==> src/verilog/adcarb_defs.svh <==
// Purpose: Offsets, field positions, reset values and timing counts of the converter arbiter
// Assumes: Included by bare name from every file that needs it
// Notes:   Definitions only
`ifndef ADCARB_DEFS_SVH
`define ADCARB_DEFS_SVH

// Slot configuration word fields
`define ADCARB_WIN_LSB        0
`define ADCARB_WIN_MSB        8
`define ADCARB_CHAN_LSB       15
`define ADCARB_CHAN_MSB       18
`define ADCARB_TSEL_LSB       20
`define ADCARB_TSEL_MSB       24

// Converter control one fields
`define ADCARB_LATE_PULSE_BIT 2
`define ADCARB_POWER_UP_BIT   7

// Interrupt pair select fields
`define ADCARB_SEL1_LSB       0
`define ADCARB_SEL1_MSB       3
`define ADCARB_EN1_BIT        5
`define ADCARB_CONT1_BIT      6
`define ADCARB_SEL2_LSB       8
`define ADCARB_SEL2_MSB       11
`define ADCARB_EN2_BIT        13
`define ADCARB_CONT2_BIT      14

// Trigger select code range
`define ADCARB_TSEL_FIRST     5'h05
`define ADCARB_TSEL_LAST      5'h1C

// Slot irq trigger field codes
`define ADCARB_ITRIG_NONE     2'h0
`define ADCARB_ITRIG_LINE1    2'h1
`define ADCARB_ITRIG_LINE2    2'h2

// Conversion length in half converter clocks
`define ADCARB_SE_HALF        10'h015
`define ADCARB_DIFF_HALF      10'h03B

// Reset values
`define ADCARB_PTR_RST        4'hF
`endif

==> src/verilog/adcarb_pkg.sv <==
// Purpose: Types shared by both ends of the converter arbiter link
// Assumes: Counts are set here; field positions stay in adcarb_defs.svh
// Notes:   Sixteen slots, twenty-four start triggers, four irq lines
package adcarb_pkg;
    localparam int NSLOT = 16;
    localparam int NTRIG = 24;
    localparam int NIRQ  = 4;

    typedef logic [31:0] adcarb_cfg_t;
    typedef logic [15:0] adcarb_word_t;
    typedef logic [3:0]  adcarb_idx_t;

    typedef enum logic [1:0] {
        ADCARB_IDLE,
        ADCARB_SAMPLE,
        ADCARB_CONVERT
    } adcarb_state_e;
endpackage : adcarb_pkg

==> src/verilog/adcarb_if.sv <==
// Purpose: Link between start-trigger and interrupt logic and the converter arbiter
// Assumes: Both ends run on the same system clock
// Notes:   Analog inputs are carried as digital sample words
`timescale 1ns/10ps
interface adcarb_if;
    import adcarb_pkg::*;
    logic [NTRIG-1:0]          pwm_trigger_input;  // One-cycle start triggers
    adcarb_word_t [NSLOT-1:0]  analog_input;       // Input sample words
    logic [NIRQ-1:0]           irq_line;           // One-cycle irq pulses

    modport device (
        input  pwm_trigger_input,
        input  analog_input,
        output irq_line
    );
    modport host (
        output pwm_trigger_input,
        output analog_input,
        input  irq_line
    );
endinterface : adcarb_if

==> src/verilog/adcarb_device.sv <==
// Summary of operation
// - Sixteen slots with window, channel, trigger.
// - Window lasts at least one system clock.
// - Window+1 clocks, then 10.5/29.5 converter clocks.
// - Single-ended code n selects input n.
// - Differential ignores channel code bit zero.
// - Codes 05h-1Ch map triggers; others flagged.
// - Pending set by trigger, cleared at finish.
// - Extra triggers stay pending, never abort.
// - Pointer holds last slot, resets to 15.
// - Grant first pending after pointer, wrapping.
// - Window and channel from granted slot.
// - Single-ended 12-bit, differential 16-bit results.
// - Finish gives one-clock pulse on each enabled line selecting the slot.
// - Software sets late pulse bit two.
// - Interrupt pulse coincides with result latch.
// - Four irq outputs; continuous bit kept set.
// - Enable bits 5 and 13 gate interrupts.
// - Source select bits 3:0 and 11:8.
// - Two-bit field: none, line 1, line 2.
// - Nonzero field replaces trigger select source.
// - Result stored in granted slot's register.
// - Divider code gives half-step clock ratio.
//
// Purpose: Slot arbiter, conversion sequencer and interrupt logic of the converter
// Assumes: Configuration words are held stable by software; link is on i_clk
// Notes:   Converter clock is modelled as a cycle count, no second domain
`timescale 1ns/10ps
`include "adcarb_defs.svh"
module adcarb_device (
    input  wire logic                           i_clk,            // System clock 200 MHz
    input  wire logic                           i_rstn,           // Async reset, active low
    adcarb_if.device                            link,             // Triggers, inputs, irq lines
    input  wire adcarb_pkg::adcarb_cfg_t        i_slot_config [16], // Slot configuration words
    input  wire adcarb_pkg::adcarb_word_t       i_ctl_one,        // Converter control one
    input  wire adcarb_pkg::adcarb_word_t       i_irq_pair_sel [2], // Interrupt pair select words
    input  wire adcarb_pkg::adcarb_word_t       i_irq_trig_low,   // Slot irq trigger, slots 0-7
    input  wire adcarb_pkg::adcarb_word_t       i_irq_trig_high,  // Slot irq trigger, slots 8-15
    input  wire logic                           i_input_mode_bit, // 1 = differential
    input  wire logic [3:0]                     i_prescale,       // Converter clock divider code
    output logic                                o_converter_busy, // Conversion in progress
    output adcarb_pkg::adcarb_idx_t             o_busy_slot_index, // Slot being converted
    output adcarb_pkg::adcarb_idx_t             o_last_served_pointer, // Last converted slot
    output logic [15:0]                         o_pending,        // Pending slot flags
    output logic                                o_config_error,   // Invalid trigger setting seen
    output adcarb_pkg::adcarb_word_t            o_slot_result [16] // Result per slot
);
    import adcarb_pkg::*;

    typedef struct packed {
        adcarb_state_e                st;
        logic [NSLOT-1:0]             pend;
        adcarb_idx_t                  ptr;
        adcarb_idx_t                  slot;
        logic [9:0]                   cnt;
        logic                         diff;
        logic [4:0]                   half;
        adcarb_word_t                 sample;
        adcarb_word_t [NSLOT-1:0]     res;
        logic [NIRQ-1:0]              irq;
        logic                         err;
        logic                         busy;
    } adcarb_state_s;

    adcarb_state_s r_r;
    adcarb_state_s r_nxt;

    logic [NSLOT-1:0] slot_set;
    logic [NSLOT-1:0] slot_bad;
    logic [31:0]      itrig_all;
    logic [NIRQ-1:0]  irq_fire;
    logic             grant_ok;
    adcarb_idx_t      grant_idx;
    logic             finish;

    // Per-slot irq trigger fields, slot 15 in the top bits
    assign itrig_all = {i_irq_trig_high, i_irq_trig_low};

    // Per-slot trigger source decode and pending-set term
    genvar gi;
    generate
        for (gi = 0; gi < NSLOT; gi++) begin : g_slot
            logic [1:0] its;
            logic [4:0] tsel;
            logic [4:0] toff;
            logic       tvalid;
            assign its    = itrig_all[2*gi +: 2];
            assign tsel   = i_slot_config[gi][`ADCARB_TSEL_MSB:`ADCARB_TSEL_LSB];
            assign toff   = tsel - `ADCARB_TSEL_FIRST;
            assign tvalid = (tsel >= `ADCARB_TSEL_FIRST) && (tsel <= `ADCARB_TSEL_LAST);
            // One continuous driver per bit; a nonzero irq field overrides the start trigger
            assign slot_set[gi] = (its == `ADCARB_ITRIG_LINE1) ? r_r.irq[0]
                                : (its == `ADCARB_ITRIG_LINE2) ? r_r.irq[1]
                                : (its == `ADCARB_ITRIG_NONE)  ? (tvalid && link.pwm_trigger_input[toff])
                                : 1'b0;
            assign slot_bad[gi] = (its == 2'h3) || ((its == `ADCARB_ITRIG_NONE) && !tvalid);
        end
    endgenerate

    // Round-robin search upward from the pointer plus one
    always_comb begin
        adcarb_idx_t idx;
        idx       = 4'h0;
        grant_ok  = 1'b0;
        grant_idx = 4'h0;
        for (int k = 1; k <= NSLOT; k++) begin
            idx = r_r.ptr + k[3:0];
            if (!grant_ok && r_r.pend[idx]) begin
                grant_ok  = 1'b1;
                grant_idx = idx;
            end
        end
    end

    // End of conversion in this cycle
    assign finish = (r_r.st == ADCARB_CONVERT) && (r_r.cnt == 10'h000);

    // Interrupt source match per irq line
    generate
        for (gi = 0; gi < NIRQ; gi++) begin : g_irq
            adcarb_word_t pw;
            logic         en;
            adcarb_idx_t  src;
            assign pw  = i_irq_pair_sel[gi/2];
            assign en  = (gi % 2 == 0) ? pw[`ADCARB_EN1_BIT] : pw[`ADCARB_EN2_BIT];
            assign src = (gi % 2 == 0) ? pw[`ADCARB_SEL1_MSB:`ADCARB_SEL1_LSB]
                                       : pw[`ADCARB_SEL2_MSB:`ADCARB_SEL2_LSB];
            assign irq_fire[gi] = finish && en && (src == r_r.slot);
        end
    endgenerate

    // Next-state logic of the sequencer
    always_comb begin
        logic [3:0]  chan;
        logic [4:0]  h;
        logic [14:0] prod;
        logic [14:0] cyc;
        chan  = 4'h0;
        h     = 5'h00;
        prod  = 15'h0000;
        cyc   = 15'h0000;
        r_nxt = r_r;
        r_nxt.irq = irq_fire;
        r_nxt.err = |slot_bad;
        case (r_r.st)
            ADCARB_IDLE: begin
                if (grant_ok && i_ctl_one[`ADCARB_POWER_UP_BIT]) begin
                    r_nxt.st   = ADCARB_SAMPLE;
                    r_nxt.slot = grant_idx;
                    r_nxt.cnt  = {1'b0, i_slot_config[grant_idx][`ADCARB_WIN_MSB:`ADCARB_WIN_LSB]};
                    r_nxt.diff = i_input_mode_bit;
                    // Converter clock in half system clocks per converter clock
                    r_nxt.half = (i_prescale == 4'h0) ? 5'h02 : {1'b0, i_prescale} + 5'h02;
                end
            end
            ADCARB_SAMPLE: begin
                if (r_r.cnt == 10'h000) begin
                    chan = i_slot_config[r_r.slot][`ADCARB_CHAN_MSB:`ADCARB_CHAN_LSB];
                    if (r_r.diff) begin
                        // Pair chosen with bit zero ignored
                        r_nxt.sample = link.analog_input[{chan[3:1], 1'b0}]
                                     - link.analog_input[{chan[3:1], 1'b1}];
                    end else begin
                        r_nxt.sample = {4'h0, link.analog_input[chan][11:0]};
                    end
                    h    = r_r.half;
                    prod = (r_r.diff ? `ADCARB_DIFF_HALF : `ADCARB_SE_HALF) * h;
                    // Half-clock products round up to whole system clocks
                    cyc  = (prod + 15'h0003) >> 2;
                    r_nxt.cnt = cyc[9:0] - 10'h001;
                    r_nxt.st  = ADCARB_CONVERT;
                end else begin
                    r_nxt.cnt = r_r.cnt - 10'h001;
                end
            end
            ADCARB_CONVERT: begin
                if (finish) begin
                    r_nxt.res[r_r.slot] = r_r.sample;
                    r_nxt.ptr = r_r.slot;
                    r_nxt.st  = ADCARB_IDLE;
                end else begin
                    r_nxt.cnt = r_r.cnt - 10'h001;
                end
            end
            default: begin
                r_nxt.st = ADCARB_IDLE;
            end
        endcase
        // Finished slot clears; a new trigger in the same cycle wins
        r_nxt.pend = (r_r.pend & ~(finish ? (16'h0001 << r_r.slot) : 16'h0000)) | slot_set;
        // Busy kept as its own flop so the output needs no decode
        r_nxt.busy = (r_nxt.st != ADCARB_IDLE);
    end

    // State register
    always_ff @(posedge i_clk or negedge i_rstn) begin
        if (!i_rstn) begin
            r_r        <= '0;
            r_r.st     <= ADCARB_IDLE;
            r_r.ptr    <= `ADCARB_PTR_RST;
        end else begin
            r_r        <= r_nxt;
        end
    end

    // Outputs from state flops
    assign o_converter_busy      = r_r.busy;
    assign o_busy_slot_index     = r_r.slot;
    assign o_last_served_pointer = r_r.ptr;
    assign o_pending             = r_r.pend;
    assign o_config_error        = r_r.err;
    assign link.irq_line         = r_r.irq;

    // Result words per slot
    generate
        for (gi = 0; gi < NSLOT; gi++) begin : g_res
            assign o_slot_result[gi] = r_r.res[gi];
        end
    endgenerate
endmodule : adcarb_device

==> src/flat_wrapper.sv <==
// flat-port wrapper written by rule: the top's interface ports become plain ports
module adcarb_device_flat import adcarb_pkg::*;
  (i_clk, i_rstn, i_slot_config, i_ctl_one, i_irq_pair_sel, i_irq_trig_low, i_irq_trig_high, i_input_mode_bit, i_prescale, o_converter_busy, o_busy_slot_index, o_last_served_pointer, o_pending, o_config_error, o_slot_result, link_pwm_trigger_input, link_analog_input, link_irq_line);
  adcarb_if link_i ();
  input  wire logic i_clk;
  input  wire logic i_rstn;
  input  wire adcarb_pkg::adcarb_cfg_t i_slot_config[16];
  input  wire adcarb_pkg::adcarb_word_t i_ctl_one;
  input  wire adcarb_pkg::adcarb_word_t i_irq_pair_sel[2];
  input  wire adcarb_pkg::adcarb_word_t i_irq_trig_low;
  input  wire adcarb_pkg::adcarb_word_t i_irq_trig_high;
  input  wire logic i_input_mode_bit;
  input  wire logic [3:0] i_prescale;
  output logic o_converter_busy;
  output adcarb_pkg::adcarb_idx_t o_busy_slot_index;
  output adcarb_pkg::adcarb_idx_t o_last_served_pointer;
  output logic [15:0] o_pending;
  output logic o_config_error;
  output adcarb_pkg::adcarb_word_t o_slot_result[16];
  input wire logic [$bits(link_i.pwm_trigger_input)-1:0] link_pwm_trigger_input;
  input wire logic [$bits(link_i.analog_input)-1:0] link_analog_input;
  output wire logic [$bits(link_i.irq_line)-1:0] link_irq_line;
  assign link_i.pwm_trigger_input = link_pwm_trigger_input;
  assign link_i.analog_input = link_analog_input;
  assign link_irq_line = link_i.irq_line;
  adcarb_device u_core (.i_clk(i_clk), .i_rstn(i_rstn), .link(link_i), .i_slot_config(i_slot_config), .i_ctl_one(i_ctl_one), .i_irq_pair_sel(i_irq_pair_sel), .i_irq_trig_low(i_irq_trig_low), .i_irq_trig_high(i_irq_trig_high), .i_input_mode_bit(i_input_mode_bit), .i_prescale(i_prescale), .o_converter_busy(o_converter_busy), .o_busy_slot_index(o_busy_slot_index), .o_last_served_pointer(o_last_served_pointer), .o_pending(o_pending), .o_config_error(o_config_error), .o_slot_result(o_slot_result));
endmodule
==> config.mk <==
export PLATFORM = sky130hd
export DESIGN_NAME = adcarb_device_flat
export DESIGN_NICKNAME = d
export VERILOG_FILES = /design/src/verilog/adcarb_pkg.sv /design/src/verilog/adcarb_if.sv /design/src/verilog/adcarb_device.sv /design/src/flat_wrapper.sv
export VERILOG_INCLUDE_DIRS = /design/src /design/src/verilog
export SDC_FILE = /design/constraint.sdc
export NUM_CORES = 1
export LEC_CHECK = 0
export ABC_AREA = 1
export BUFFER_PORTS_ARGS = -buffer_cell sky130_fd_sc_hd__buf_2
export CAP_MARGIN = 25
export CORE_AREA = 3 3 447 449
export DETAILED_ROUTE_END_ITERATION = 10
export DIE_AREA = 0 0 450 452
export SLEW_MARGIN = 20
export SYNTH_ARGS = -nofsm -noshare
export SYNTH_HDL_FRONTEND = slang
export SYNTH_SLANG_ARGS = --single-unit
export TNS_END_PERCENT = 50
==> constraint.sdc <==
create_clock -name i_clk -period 4.93 [get_ports i_clk]
set_clock_uncertainty 0.1 [all_clocks]
set_input_delay 0.986 -clock i_clk [delete_from_list [all_inputs] [get_ports i_clk]]
set_output_delay 0.986 -clock i_clk [all_outputs]
set_load 0.02 [all_outputs]
==> results of run 1 <==
## worst register-to-register path, delay by kind of cell (launching register included)
family | cells | cell delay, ps
AND/OR/NAND/NOR | 11 | 930
flip-flops | 1 | 450
adder cells (fa/ha/maj) | 1 | 370
buffers and inverters | 9 | 1200
XOR/XNOR | 1 | 150
AO/OA/AOI/OAI | 13 | 1700
## power by group through the flow
| stage | Combinational, mW | Sequential, mW | Clock (mW) |
|---|---|---|---|
| 2_1_floorplan | 5.83 | 2.90 | 0 |
| 3_3_place_gp | 10.3 | 2.95 | 0 |
| 3_5_place_dp | 10.4 | 2.95 | 0 |
| 4_1_cts | 11.1 | 2.91 | 3.18 |
| 5_1_grt | 12.9 | 2.92 | 3.28 |
| 6_report | 11.9 | 2.92 | 3.08 |
## per-stage QoR
step / setup WS (ps) / setup TNS [ps]
after global routing: -383 / -867
after global placement: -1190 / -6320
after detailed placement: -1040 / -6210
after CTS: -131 / -188
after floorplan: 19.6 / 0
final: -113 / -113
## timing repair
item	CTS	global route
setup buffers	26	14
endpoints found under the hold margin	0	0
endpoints found under the setup margin	8	16
pin swaps	36	38
cloned	3	4
resized for setup	89	70
## layout by cell type (no fill, tap or decap), types with 16 or more instances in the layout
cell type / count
buf_2: 912
nand2_1: 865
o21ai_0: 597
nand3_1: 335
inv_1: 319
dfrtp_1: 314
buf_4: 241
nor2_1: 218
a21oi_1: 214
ha_1: 97
diode_2: 72
xor2_1: 58
o211ai_1: 52
a211oi_1: 46
clkbuf_16: 44
o22ai_1: 43
mux2i_1: 42
xnor2_1: 30
nand3b_1: 30
o311ai_0: 23
nand4_1: 21
o31ai_1: 21
nand2_2: 19
nor2_2: 18
buf_12: 18
o221ai_1: 17
nor3_1: 17
o21ai_1: 16
a31o_2: 16
## worst paths after layout
path | from | end | cells after the start
setup / recovery | u_core.o_busy_slot_index[0] | u_core.r_r[276] | 35
max in group asynchronous | i_rstn | u_core.o_slot_result[208] | 2
min in group i_clk | u_core.o_slot_result[73] | u_core.o_slot_result[73] | 2
hold / removal | i_rstn | u_core.o_busy_slot_index[3] | 1
hold reg to reg | u_core.o_slot_result[73] | u_core.o_slot_result[73] | 2
setup reg to reg | u_core.o_busy_slot_index[0] | u_core.r_r[276] | 35
## logic make-up (layout without fill, tap and decap cells)
group                      after synthesis  in the layout  synth area share, %
AOI/OAI and AO/OA                     1143           1143                 22.8
xor gates and xnor gates                94             94                 3.00
adders and majority gates              111            111                 5.12
buffers and inverters                  885           1615                 15.6
DFF                                    320            320                 28.0
muxes                                   51             51                 1.78
other                                    0             72                    0
and+or+nand+nor                       1581           1581                 23.6
## cell type report
class / count / area, um^2
Clock inverter: 20 / 253
Tap cell: 2640 / 3300
Fill cell: 22400 / 159000
Antenna cell: 72 / 180
Inverter: 343 / 1320
Timing Repair Buffer: 1201 / 7280
Clock buffer: 51 / 1100
Multi-Input combinational cell: 2980 / 16600
Sequential cell: 320 / 8020
## routing by layer
metal  global-route usage (%)  part of all wire (%)
met1                     21.6                    41
met2                     25.6                    44
met3                     4.21                   9.8
met4                     7.46                   5.3
met5                        0                  0.23
## sequential cells by signal, indices dropped and copies added, names as in the netlist
register                      count
u_core.o_slot_result            256
u_core.r_r                       34
u_core.o_pending                 16
u_core.link.irq_line              4
u_core.o_busy_slot_index          4
u_core.o_last_served_pointer      4
u_core.o_config_error             1
u_core.o_converter_busy           1
==> flow_summary.html, run 1 <==
<table>
<tr><th>Metric</th><th>Value</th></tr>
<tr><th colspan="2">Status</th></tr>
<tr><td>Run status</td><td>finished, violations left</td></tr>
<tr><td>Violated checks</td><td>negative setup slack</td></tr>
<tr><th colspan="2">Placement</th></tr>
<tr><td>Placed wire-length estimate after detailed placement</td><td>148000 um</td></tr>
<tr><td>Placed cell count</td><td>7439</td></tr>
<tr><td>Number of I/O port buffers</td><td>913</td></tr>
<tr><td>Final RePlAce weighted congestion</td><td>0.988</td></tr>
<tr><td>Cell area after placement</td><td>35500 um^2</td></tr>
<tr><th colspan="2">Clock tree</th></tr>
<tr><td>Max clock buf depth</td><td>3</td></tr>
<tr><td>Register clock-pin slew on the reported worst setup and hold paths</td><td>60 ps</td></tr>
<tr><td>Clock root buffer</td><td>clkbuf_16</td></tr>
<tr><td>Post-cts hold buffer count</td><td>0</td></tr>
<tr><td>CTS Buf Count</td><td>40</td></tr>
<tr><td>CTS tree</td><td>built</td></tr>
<tr><td>Clock latency at the later pin of the worst-skew pair</td><td>620 ps</td></tr>
<tr><td>CTS sink count</td><td>320</td></tr>
<tr><td>Number of H-tree levels</td><td>2</td></tr>
<tr><th colspan="2">Final layout</th></tr>
<tr><td>Final core occ</td><td>19.4%</td></tr>
<tr><td>Number of nets in the layout</td><td>5876</td></tr>
<tr><td>Final design area excluding fillers</td><td>38100 um^2</td></tr>
<tr><td>Final non-filler cell total</td><td>7627</td></tr>
<tr><td>Proportion of layout cells with a drive suffix above 1</td><td>29.4%</td></tr>
<tr><td>Area Overhead vs Synth</td><td>33.1%</td></tr>
<tr><th colspan="2">Routing</th></tr>
<tr><td>First-pass iteration count of the detailed router</td><td>8</td></tr>
<tr><td>Antenna-violating nets left</td><td>0</td></tr>
<tr><td>Routed vias/inst</td><td>4.42</td></tr>
<tr><td>Total wire length after detailed routing</td><td>180000 um</td></tr>
<tr><td>Total number of vias</td><td>33700</td></tr>
<tr><td>DRC</td><td>0</td></tr>
<tr><td>Average detailed-routed wire length per instance</td><td>23.6 um</td></tr>
<tr><td>Number of DRC markers in iteration 0</td><td>4222</td></tr>
<tr><th colspan="2">STA</th></tr>
<tr><td>Relative slew slack</td><td>32.2%</td></tr>
<tr><td>Final critical-path share of the clock period</td><td>102%</td></tr>
<tr><td>Final hold slack</td><td>321 ps</td></tr>
<tr><td>Clock period minus worst slack</td><td>5040 ps</td></tr>
<tr><td>RSZ-0062 raised after global routing</td><td>true</td></tr>
<tr><td>Pin slew with the least headroom to its limit</td><td>1020 ps</td></tr>
<tr><td>PnR worst setup slack</td><td>-113 ps</td></tr>
<tr><td>Number of setup violations in the final report</td><td>1</td></tr>
<tr><td>Final Hold Violating Endpoints</td><td>0</td></tr>
<tr><td>Achievable Freq</td><td>198 MHz</td></tr>
<tr><td>Max-slew violation total from the final report</td><td>0</td></tr>
<tr><th colspan="2">Floorplan</th></tr>
<tr><td>Initial core utilization</td><td>14.5%</td></tr>
<tr><td>Ports</td><td>1165</td></tr>
<tr><td>Full die area</td><td>203000 um^2</td></tr>
<tr><td>CORE AREA</td><td>197000 um^2</td></tr>
<tr><td>Cell Rows</td><td>163</td></tr>
<tr><td>Die outline height</td><td>452 um</td></tr>
<tr><td>Die Wd</td><td>450 um</td></tr>
<tr><th colspan="2">Power and ir drop</th></tr>
<tr><td>VDD IR max</td><td>0.436 mV</td></tr>
<tr><td>P_sw</td><td>8.56 mW</td></tr>
<tr><td>Clock power frac</td><td>17.2%</td></tr>
<tr><td>Combinational group share of total power</td><td>66.4%</td></tr>
<tr><td>Sequential group share of total power</td><td>16.3%</td></tr>
<tr><td>Total power per unit cell area</td><td>470 nW/um^2</td></tr>
<tr><td>Leakage power summed over all cells</td><td>18.5 nW</td></tr>
<tr><td>Overall power after layout</td><td>17.9 mW</td></tr>
<tr><td>Proportion of total power due to net switching</td><td>47.9%</td></tr>
<tr><td>Power Internal</td><td>9.31 mW</td></tr>
<tr><th colspan="2">Global route</th></tr>
<tr><td>Pin count of the biggest net entering global routing</td><td>94</td></tr>
<tr><td>Leftover overflow at the end of global routing</td><td>0</td></tr>
<tr><td>Initial antenna violation count</td><td>90</td></tr>
<tr><td>Vias in the first global route</td><td>30500</td></tr>
<tr><td>Tot GR Track Use</td><td>16.5%</td></tr>
<tr><td>Global-route wire length before repair</td><td>241000 um</td></tr>
<tr><th colspan="2">Logic synthesis</th></tr>
<tr><td>Post-Syn Area</td><td>28600 um^2</td></tr>
<tr><td>YS warnings</td><td>0</td></tr>
<tr><td>Cell types occupying the most area after synthesis</td><td>dfrtp_1, nand2_1, o21ai_0</td></tr>
<tr><td>Per-instance average area after synthesis</td><td>6.83 um^2</td></tr>
<tr><td>Number of register bits inferred by synthesis</td><td>320</td></tr>
<tr><td>Synthesized netlist net count</td><td>5175</td></tr>
<tr><td>Top cells by count, synth</td><td>nand2_1, o21ai_0, nand3_1, inv_1, dfrtp_1</td></tr>
<tr><td>Number of distinct library cell variants in the gate-level netlist after synthesis</td><td>61</td></tr>
<tr><td>Post-synth ARST share</td><td>100%</td></tr>
<tr><td>Post-synth top flop</td><td>dfrtp_1</td></tr>
<tr><td>Library cell with the largest summed area after synthesis</td><td>dfrtp_1</td></tr>
<tr><td>Most used standard cell by instance count after synthesis</td><td>nand2_1</td></tr>
<tr><td>Number of enable flip-flop cells after synthesis</td><td>0</td></tr>
<tr><td>Top-area cell type share of the netlist area</td><td>27.6%</td></tr>
<tr><td>Number of instances in the synthesized netlist</td><td>4185</td></tr>
<tr><td>Portion of the post-synthesis area used by sequential elements</td><td>28.0%</td></tr>
<tr><th colspan="2">Critical path</th></tr>
<tr><td>Kind of critical path</td><td>flip-flop to flip-flop</td></tr>
<tr><td>Critical path fanouts, max</td><td>7</td></tr>
<tr><td>Internal reg-to-reg setup slack</td><td>-110 ps</td></tr>
<tr><td>Arrival time reported for the critical path endpoint</td><td>5390 ps</td></tr>
<tr><td>Type of origin of the critical path</td><td>flip-flop</td></tr>
<tr><td>Crit-path leading delay family</td><td>compound AO/OA/AOI/OAI gates</td></tr>
<tr><td>Highest cell delay on the worst timing path</td><td>450 ps</td></tr>
<tr><td>Kind of end point of the critical path</td><td>flip-flop</td></tr>
<tr><td>Data required time of the critical path</td><td>5270 ps</td></tr>
<tr><td>Slowest stage cell, crit path</td><td>dfrtp_2</td></tr>
<tr><td>Combined buffer and inverter count along the critical path</td><td>9</td></tr>
<tr><th colspan="2">Worst hold path</th></tr>
<tr><td>HP Class</td><td>primary input to asynchronous set/reset pin</td></tr>
<tr><th colspan="2">Run</th></tr>
<tr><td>Count of maximum capacitance violations</td><td>0</td></tr>
</table>
No activity file was read; power rests on OpenSTA's default activity.
==> run 2: changes to the inputs <==
Settings changed: CORE_AREA 3 3 447 449 to 2 2 459 461, DIE_AREA 0 0 450 452 to 0 0 461 463.
==> run 2 against run 1 <==
Compared with the run above: the flow still finishes with violations (negative setup slack); fmax decreased by 0.75%; setup slack lost 38 ps; die area increased by 4.9%; critical path depth is 2 lower; register-to-register slack got worse by 40 ps; first-iteration DRC count down 7.2%; power fell by 4.4%; core utilization shrank 1.2 points; count of clock-buffer cells in the layout rose by 4; cell count increased by 2.9%; sequential share of layout area up 0.092 points; critical endpoint unchanged; largest cell class unchanged.
==> flow_summary.html, run 2 (synthesis results as in run 1) <==
<table>
<tr><th>Metric</th><th>Value</th></tr>
<tr><th colspan="2">Routing</th></tr>
<tr><td>Routed vias/inst</td><td>4.24 (was 4.42)</td></tr>
<tr><td>DRC</td><td>0 (unchanged)</td></tr>
<tr><td>Antenna-violating nets left</td><td>0 (unchanged)</td></tr>
<tr><td>Average detailed-routed wire length per instance</td><td>23.0 um (was 23.6 um)</td></tr>
<tr><td>Number of DRC markers in iteration 0</td><td>3920 (was 4222)</td></tr>
<tr><td>First-pass iteration count of the detailed router</td><td>6 (was 8)</td></tr>
<tr><td>Met3 routed WL</td><td>22900 um (was 17700 um)</td></tr>
<tr><td>Total wire length after detailed routing</td><td>180000 um (about the same)</td></tr>
<tr><td>DR WL met2</td><td>72300 um (was 79100 um)</td></tr>
<tr><td>M1 WL</td><td>72200 um (was 73400 um)</td></tr>
<tr><td>Total number of vias</td><td>33200 (was 33700)</td></tr>
<tr><td>Top Metal Used</td><td>met5 (unchanged)</td></tr>
<tr><th colspan="2">Placement</th></tr>
<tr><td>Placed wire-length estimate after detailed placement</td><td>151000 um (was 148000 um)</td></tr>
<tr><td>Placed cell count</td><td>7577 (was 7439)</td></tr>
<tr><td>Final RePlAce weighted congestion</td><td>0.973 (was 0.988)</td></tr>
<tr><td>Number of I/O port buffers</td><td>913 (unchanged)</td></tr>
<tr><th colspan="2">Final layout</th></tr>
<tr><td>Proportion of layout cells with a drive suffix above 1</td><td>28.3% (was 29.4%)</td></tr>
<tr><td>Commonest cells after routing, fill and taps aside</td><td>buf_2, nand2_1, o21ai_0, nand3_1, inv_1 (unchanged)</td></tr>
<tr><td>Final non-filler cell total</td><td>7845 (was 7627)</td></tr>
<tr><td>Area Overhead vs Synth</td><td>32.5% (was 33.1%)</td></tr>
<tr><td>Number of inserted filler cells in the final layout</td><td>24200 (was 22400)</td></tr>
<tr><td>Final core occ</td><td>18.2% (was 19.4%)</td></tr>
<tr><td>Number of nets in the layout</td><td>5832 (was 5876)</td></tr>
<tr><td>Most common library cell in the layout ignoring fill and taps</td><td>buf_2 (unchanged)</td></tr>
<tr><td>Number of flip-flops under the largest register name</td><td>256 (unchanged)</td></tr>
<tr><th colspan="2">Global route</th></tr>
<tr><td>Global-route wire length before repair</td><td>240000 um (was 241000 um)</td></tr>
<tr><td>Initial antenna violation count</td><td>177 (was 90)</td></tr>
<tr><td>Pin count of the biggest net entering global routing</td><td>87 (was 94)</td></tr>
<tr><td>Vias in the first global route</td><td>29500 (was 30500)</td></tr>
<tr><td>Leftover overflow at the end of global routing</td><td>0 (unchanged)</td></tr>
<tr><td>Tot GR Track Use</td><td>16.0% (was 16.5%)</td></tr>
<tr><th colspan="2">Worst hold path</th></tr>
<tr><td>HP Class</td><td>primary input to asynchronous set/reset pin (unchanged)</td></tr>
<tr><th colspan="2">Critical path</th></tr>
<tr><td>Arrival time reported for the critical path endpoint</td><td>5410 ps (was 5390 ps)</td></tr>
<tr><td>Critical register-to-register path startpoint</td><td>u_core.o_busy_slot_index[1] (was u_core.o_busy_slot_index[0])</td></tr>
<tr><td>Type of origin of the critical path</td><td>flip-flop (unchanged)</td></tr>
<tr><td>Kind of end point of the critical path</td><td>flip-flop (unchanged)</td></tr>
<tr><td>Highest cell delay on the worst timing path</td><td>490 ps (was 450 ps)</td></tr>
<tr><td>Reg2Reg Depth</td><td>33 (was 35)</td></tr>
<tr><td>Internal reg-to-reg setup slack</td><td>-150 ps (was -110 ps)</td></tr>
<tr><td>Slowest stage cell, crit path</td><td>dfrtp_2 (unchanged)</td></tr>
<tr><td>Data required time of the critical path</td><td>5260 ps (was 5270 ps)</td></tr>
<tr><td>Worst r2r dst</td><td>u_core.r_r[276] (unchanged)</td></tr>
<tr><td>Most frequent cell on the critical path</td><td>nor2_1</td></tr>
<tr><td>Critical path fanouts, max</td><td>8 (was 7)</td></tr>
<tr><td>Kind of critical path</td><td>flip-flop to flip-flop (unchanged)</td></tr>
<tr><th colspan="2">Clock tree</th></tr>
<tr><td>Register clock-pin slew on the reported worst setup and hold paths</td><td>60 ps (about the same)</td></tr>
<tr><td>Number of H-tree levels</td><td>2 (unchanged)</td></tr>
<tr><td>CTS sink count</td><td>320 (unchanged)</td></tr>
<tr><td>Post-cts hold buffer count</td><td>0 (unchanged)</td></tr>
<tr><td>Clock root buffer</td><td>clkbuf_16 (unchanged)</td></tr>
<tr><td>CTS tree</td><td>built (unchanged)</td></tr>
<tr><td>Clock latency at the later pin of the worst-skew pair</td><td>650 ps (was 620 ps)</td></tr>
<tr><td>Max clock buf depth</td><td>3 (unchanged)</td></tr>
<tr><td>CTS Buf Count</td><td>40 (unchanged)</td></tr>
<tr><th colspan="2">STA</th></tr>
<tr><td>RSZ-0062 raised after global routing</td><td>true (unchanged)</td></tr>
<tr><td>Final hold slack</td><td>295 ps (was 321 ps)</td></tr>
<tr><td>Final Hold Violating Endpoints</td><td>0 (unchanged)</td></tr>
<tr><td>Clock period minus worst slack</td><td>5080 ps (was 5040 ps)</td></tr>
<tr><td>Number of setup violations in the final report</td><td>1 (unchanged)</td></tr>
<tr><td>Pin slew with the least headroom to its limit</td><td>1060 ps (was 1020 ps)</td></tr>
<tr><td>Achievable Freq</td><td>197 MHz (was 198 MHz)</td></tr>
<tr><td>Max-slew violation total from the final report</td><td>0 (unchanged)</td></tr>
<tr><td>PnR worst setup slack</td><td>-151 ps (was -113 ps)</td></tr>
<tr><td>Final TNS setup</td><td>-151 ps (was -113 ps)</td></tr>
<tr><td>Final critical-path share of the clock period</td><td>103% (was 102%)</td></tr>
<tr><td>Relative slew slack</td><td>29.5% (was 32.2%)</td></tr>
<tr><th colspan="2">Status</th></tr>
<tr><td>Violated checks</td><td>negative setup slack (unchanged)</td></tr>
<tr><td>Run status</td><td>finished, violations left (unchanged)</td></tr>
<tr><th colspan="2">Run</th></tr>
<tr><td>Count of maximum capacitance violations</td><td>0 (unchanged)</td></tr>
<tr><th colspan="2">Floorplan</th></tr>
<tr><td>Die outline height</td><td>463 um (was 452 um)</td></tr>
<tr><td>Die Wd</td><td>461 um (was 450 um)</td></tr>
<tr><td>Initial core utilization</td><td>13.7% (was 14.5%)</td></tr>
<tr><td>Cell Rows</td><td>168 (was 163)</td></tr>
<tr><td>Ports</td><td>1165 (unchanged)</td></tr>
<tr><td>CORE AREA</td><td>209000 um^2 (was 197000 um^2)</td></tr>
<tr><td>Full die area</td><td>213000 um^2 (was 203000 um^2)</td></tr>
<tr><th colspan="2">Power and ir drop</th></tr>
<tr><td>Total power per unit cell area</td><td>451 nW/um^2 (was 470 nW/um^2)</td></tr>
<tr><td>Overall power after layout</td><td>17.1 mW (was 17.9 mW)</td></tr>
<tr><td>Leakage power summed over all cells</td><td>18.2 nW (was 18.5 nW)</td></tr>
<tr><td>VDD IR max</td><td>0.456 mV (was 0.436 mV)</td></tr>
</table>
[run 2: what timing repair did]
item / 4_1_cts / 5_1_grt
cloned: 2 / 1
gates resized for setup: 44 / 88
pin swaps: 10 / 35
endpoints found under the setup margin: 4 / 17
buffers inserted: 9 / 18
[run 2: final cells by class]
| class | count | area (um^2) | share of cell area [%] |
|---|---|---|---|
| sequential | 320 | 8020 | 21.2 |
| tap | 2805 | 3510 | 9.26 |
| clock inverter | 16 | 155 | 0.409 |
| multi-input combinational | 2980 | 16500 | 43.7 |
| antenna | 169 | 423 | 1.12 |
| clock buffer | 55 | 1110 | 2.92 |
| timing repair buffer | 1157 | 6830 | 18.0 |
| inverter | 343 | 1310 | 3.47 |
[run 2: per-stage QoR]
step,worst slack [ps],cell area [um^2]
2_1_floorplan,19.6,28600
3_3_place_gp,-590,35500
3_5_place_dp,-536,35500
4_1_cts,-42.3,37100
5_1_grt,-369,37800
6_report,-151,37900
[run 2: worst max-delay path, delay by kind of cell (launching register included)]
kind | cells | cell delay (ps)
buffers and inverters | 7 | 990
AND/OR/NAND/NOR | 10 | 900
AO/OA/AOI/OAI | 14 | 1810
flip-flops | 1 | 490
adder cells (fa/ha/maj) | 1 | 360
XOR/XNOR | 1 | 150
[run 2: report_power, final]
group          leakage (nW)  switching [mW]  internal, mW
combinational          13.3            6.84          4.44
sequential             4.29           0.127          2.78
clock                 0.616            1.31          1.60
[run 2: routing by layer]
| metal | GRT usage (%) | vias up |
|---|---|---|
| li1 | - | 15400 |
| met1 | 20.0 | 15500 |
| met2 | 22.6 | 1871 |
| met3 | 6.51 | 360 |
| met4 | 9.83 | 110 |
| met5 | 0 | - |
[run 2: worst max path at each step]
| stage | start | endpoint | cells past startpoint |
|---|---|---|---|
| 3_3_place_gp | i_slot_config[400] | u_core.r_r[277] | 31 |
| 2_1_floorplan | u_core.o_busy_slot_index[0] | u_core.r_r[277] | 34 |
| 4_1_cts | u_core.o_busy_slot_index[1] | u_core.r_r[276] | 30 |
| 5_1_grt | u_core.o_busy_slot_index[1] | u_core.r_r[276] | 33 |
| 6_report | u_core.o_busy_slot_index[1] | u_core.r_r[276] | 33 |
| 3_5_place_dp | i_slot_config[400] | u_core.r_r[277] | 31 |
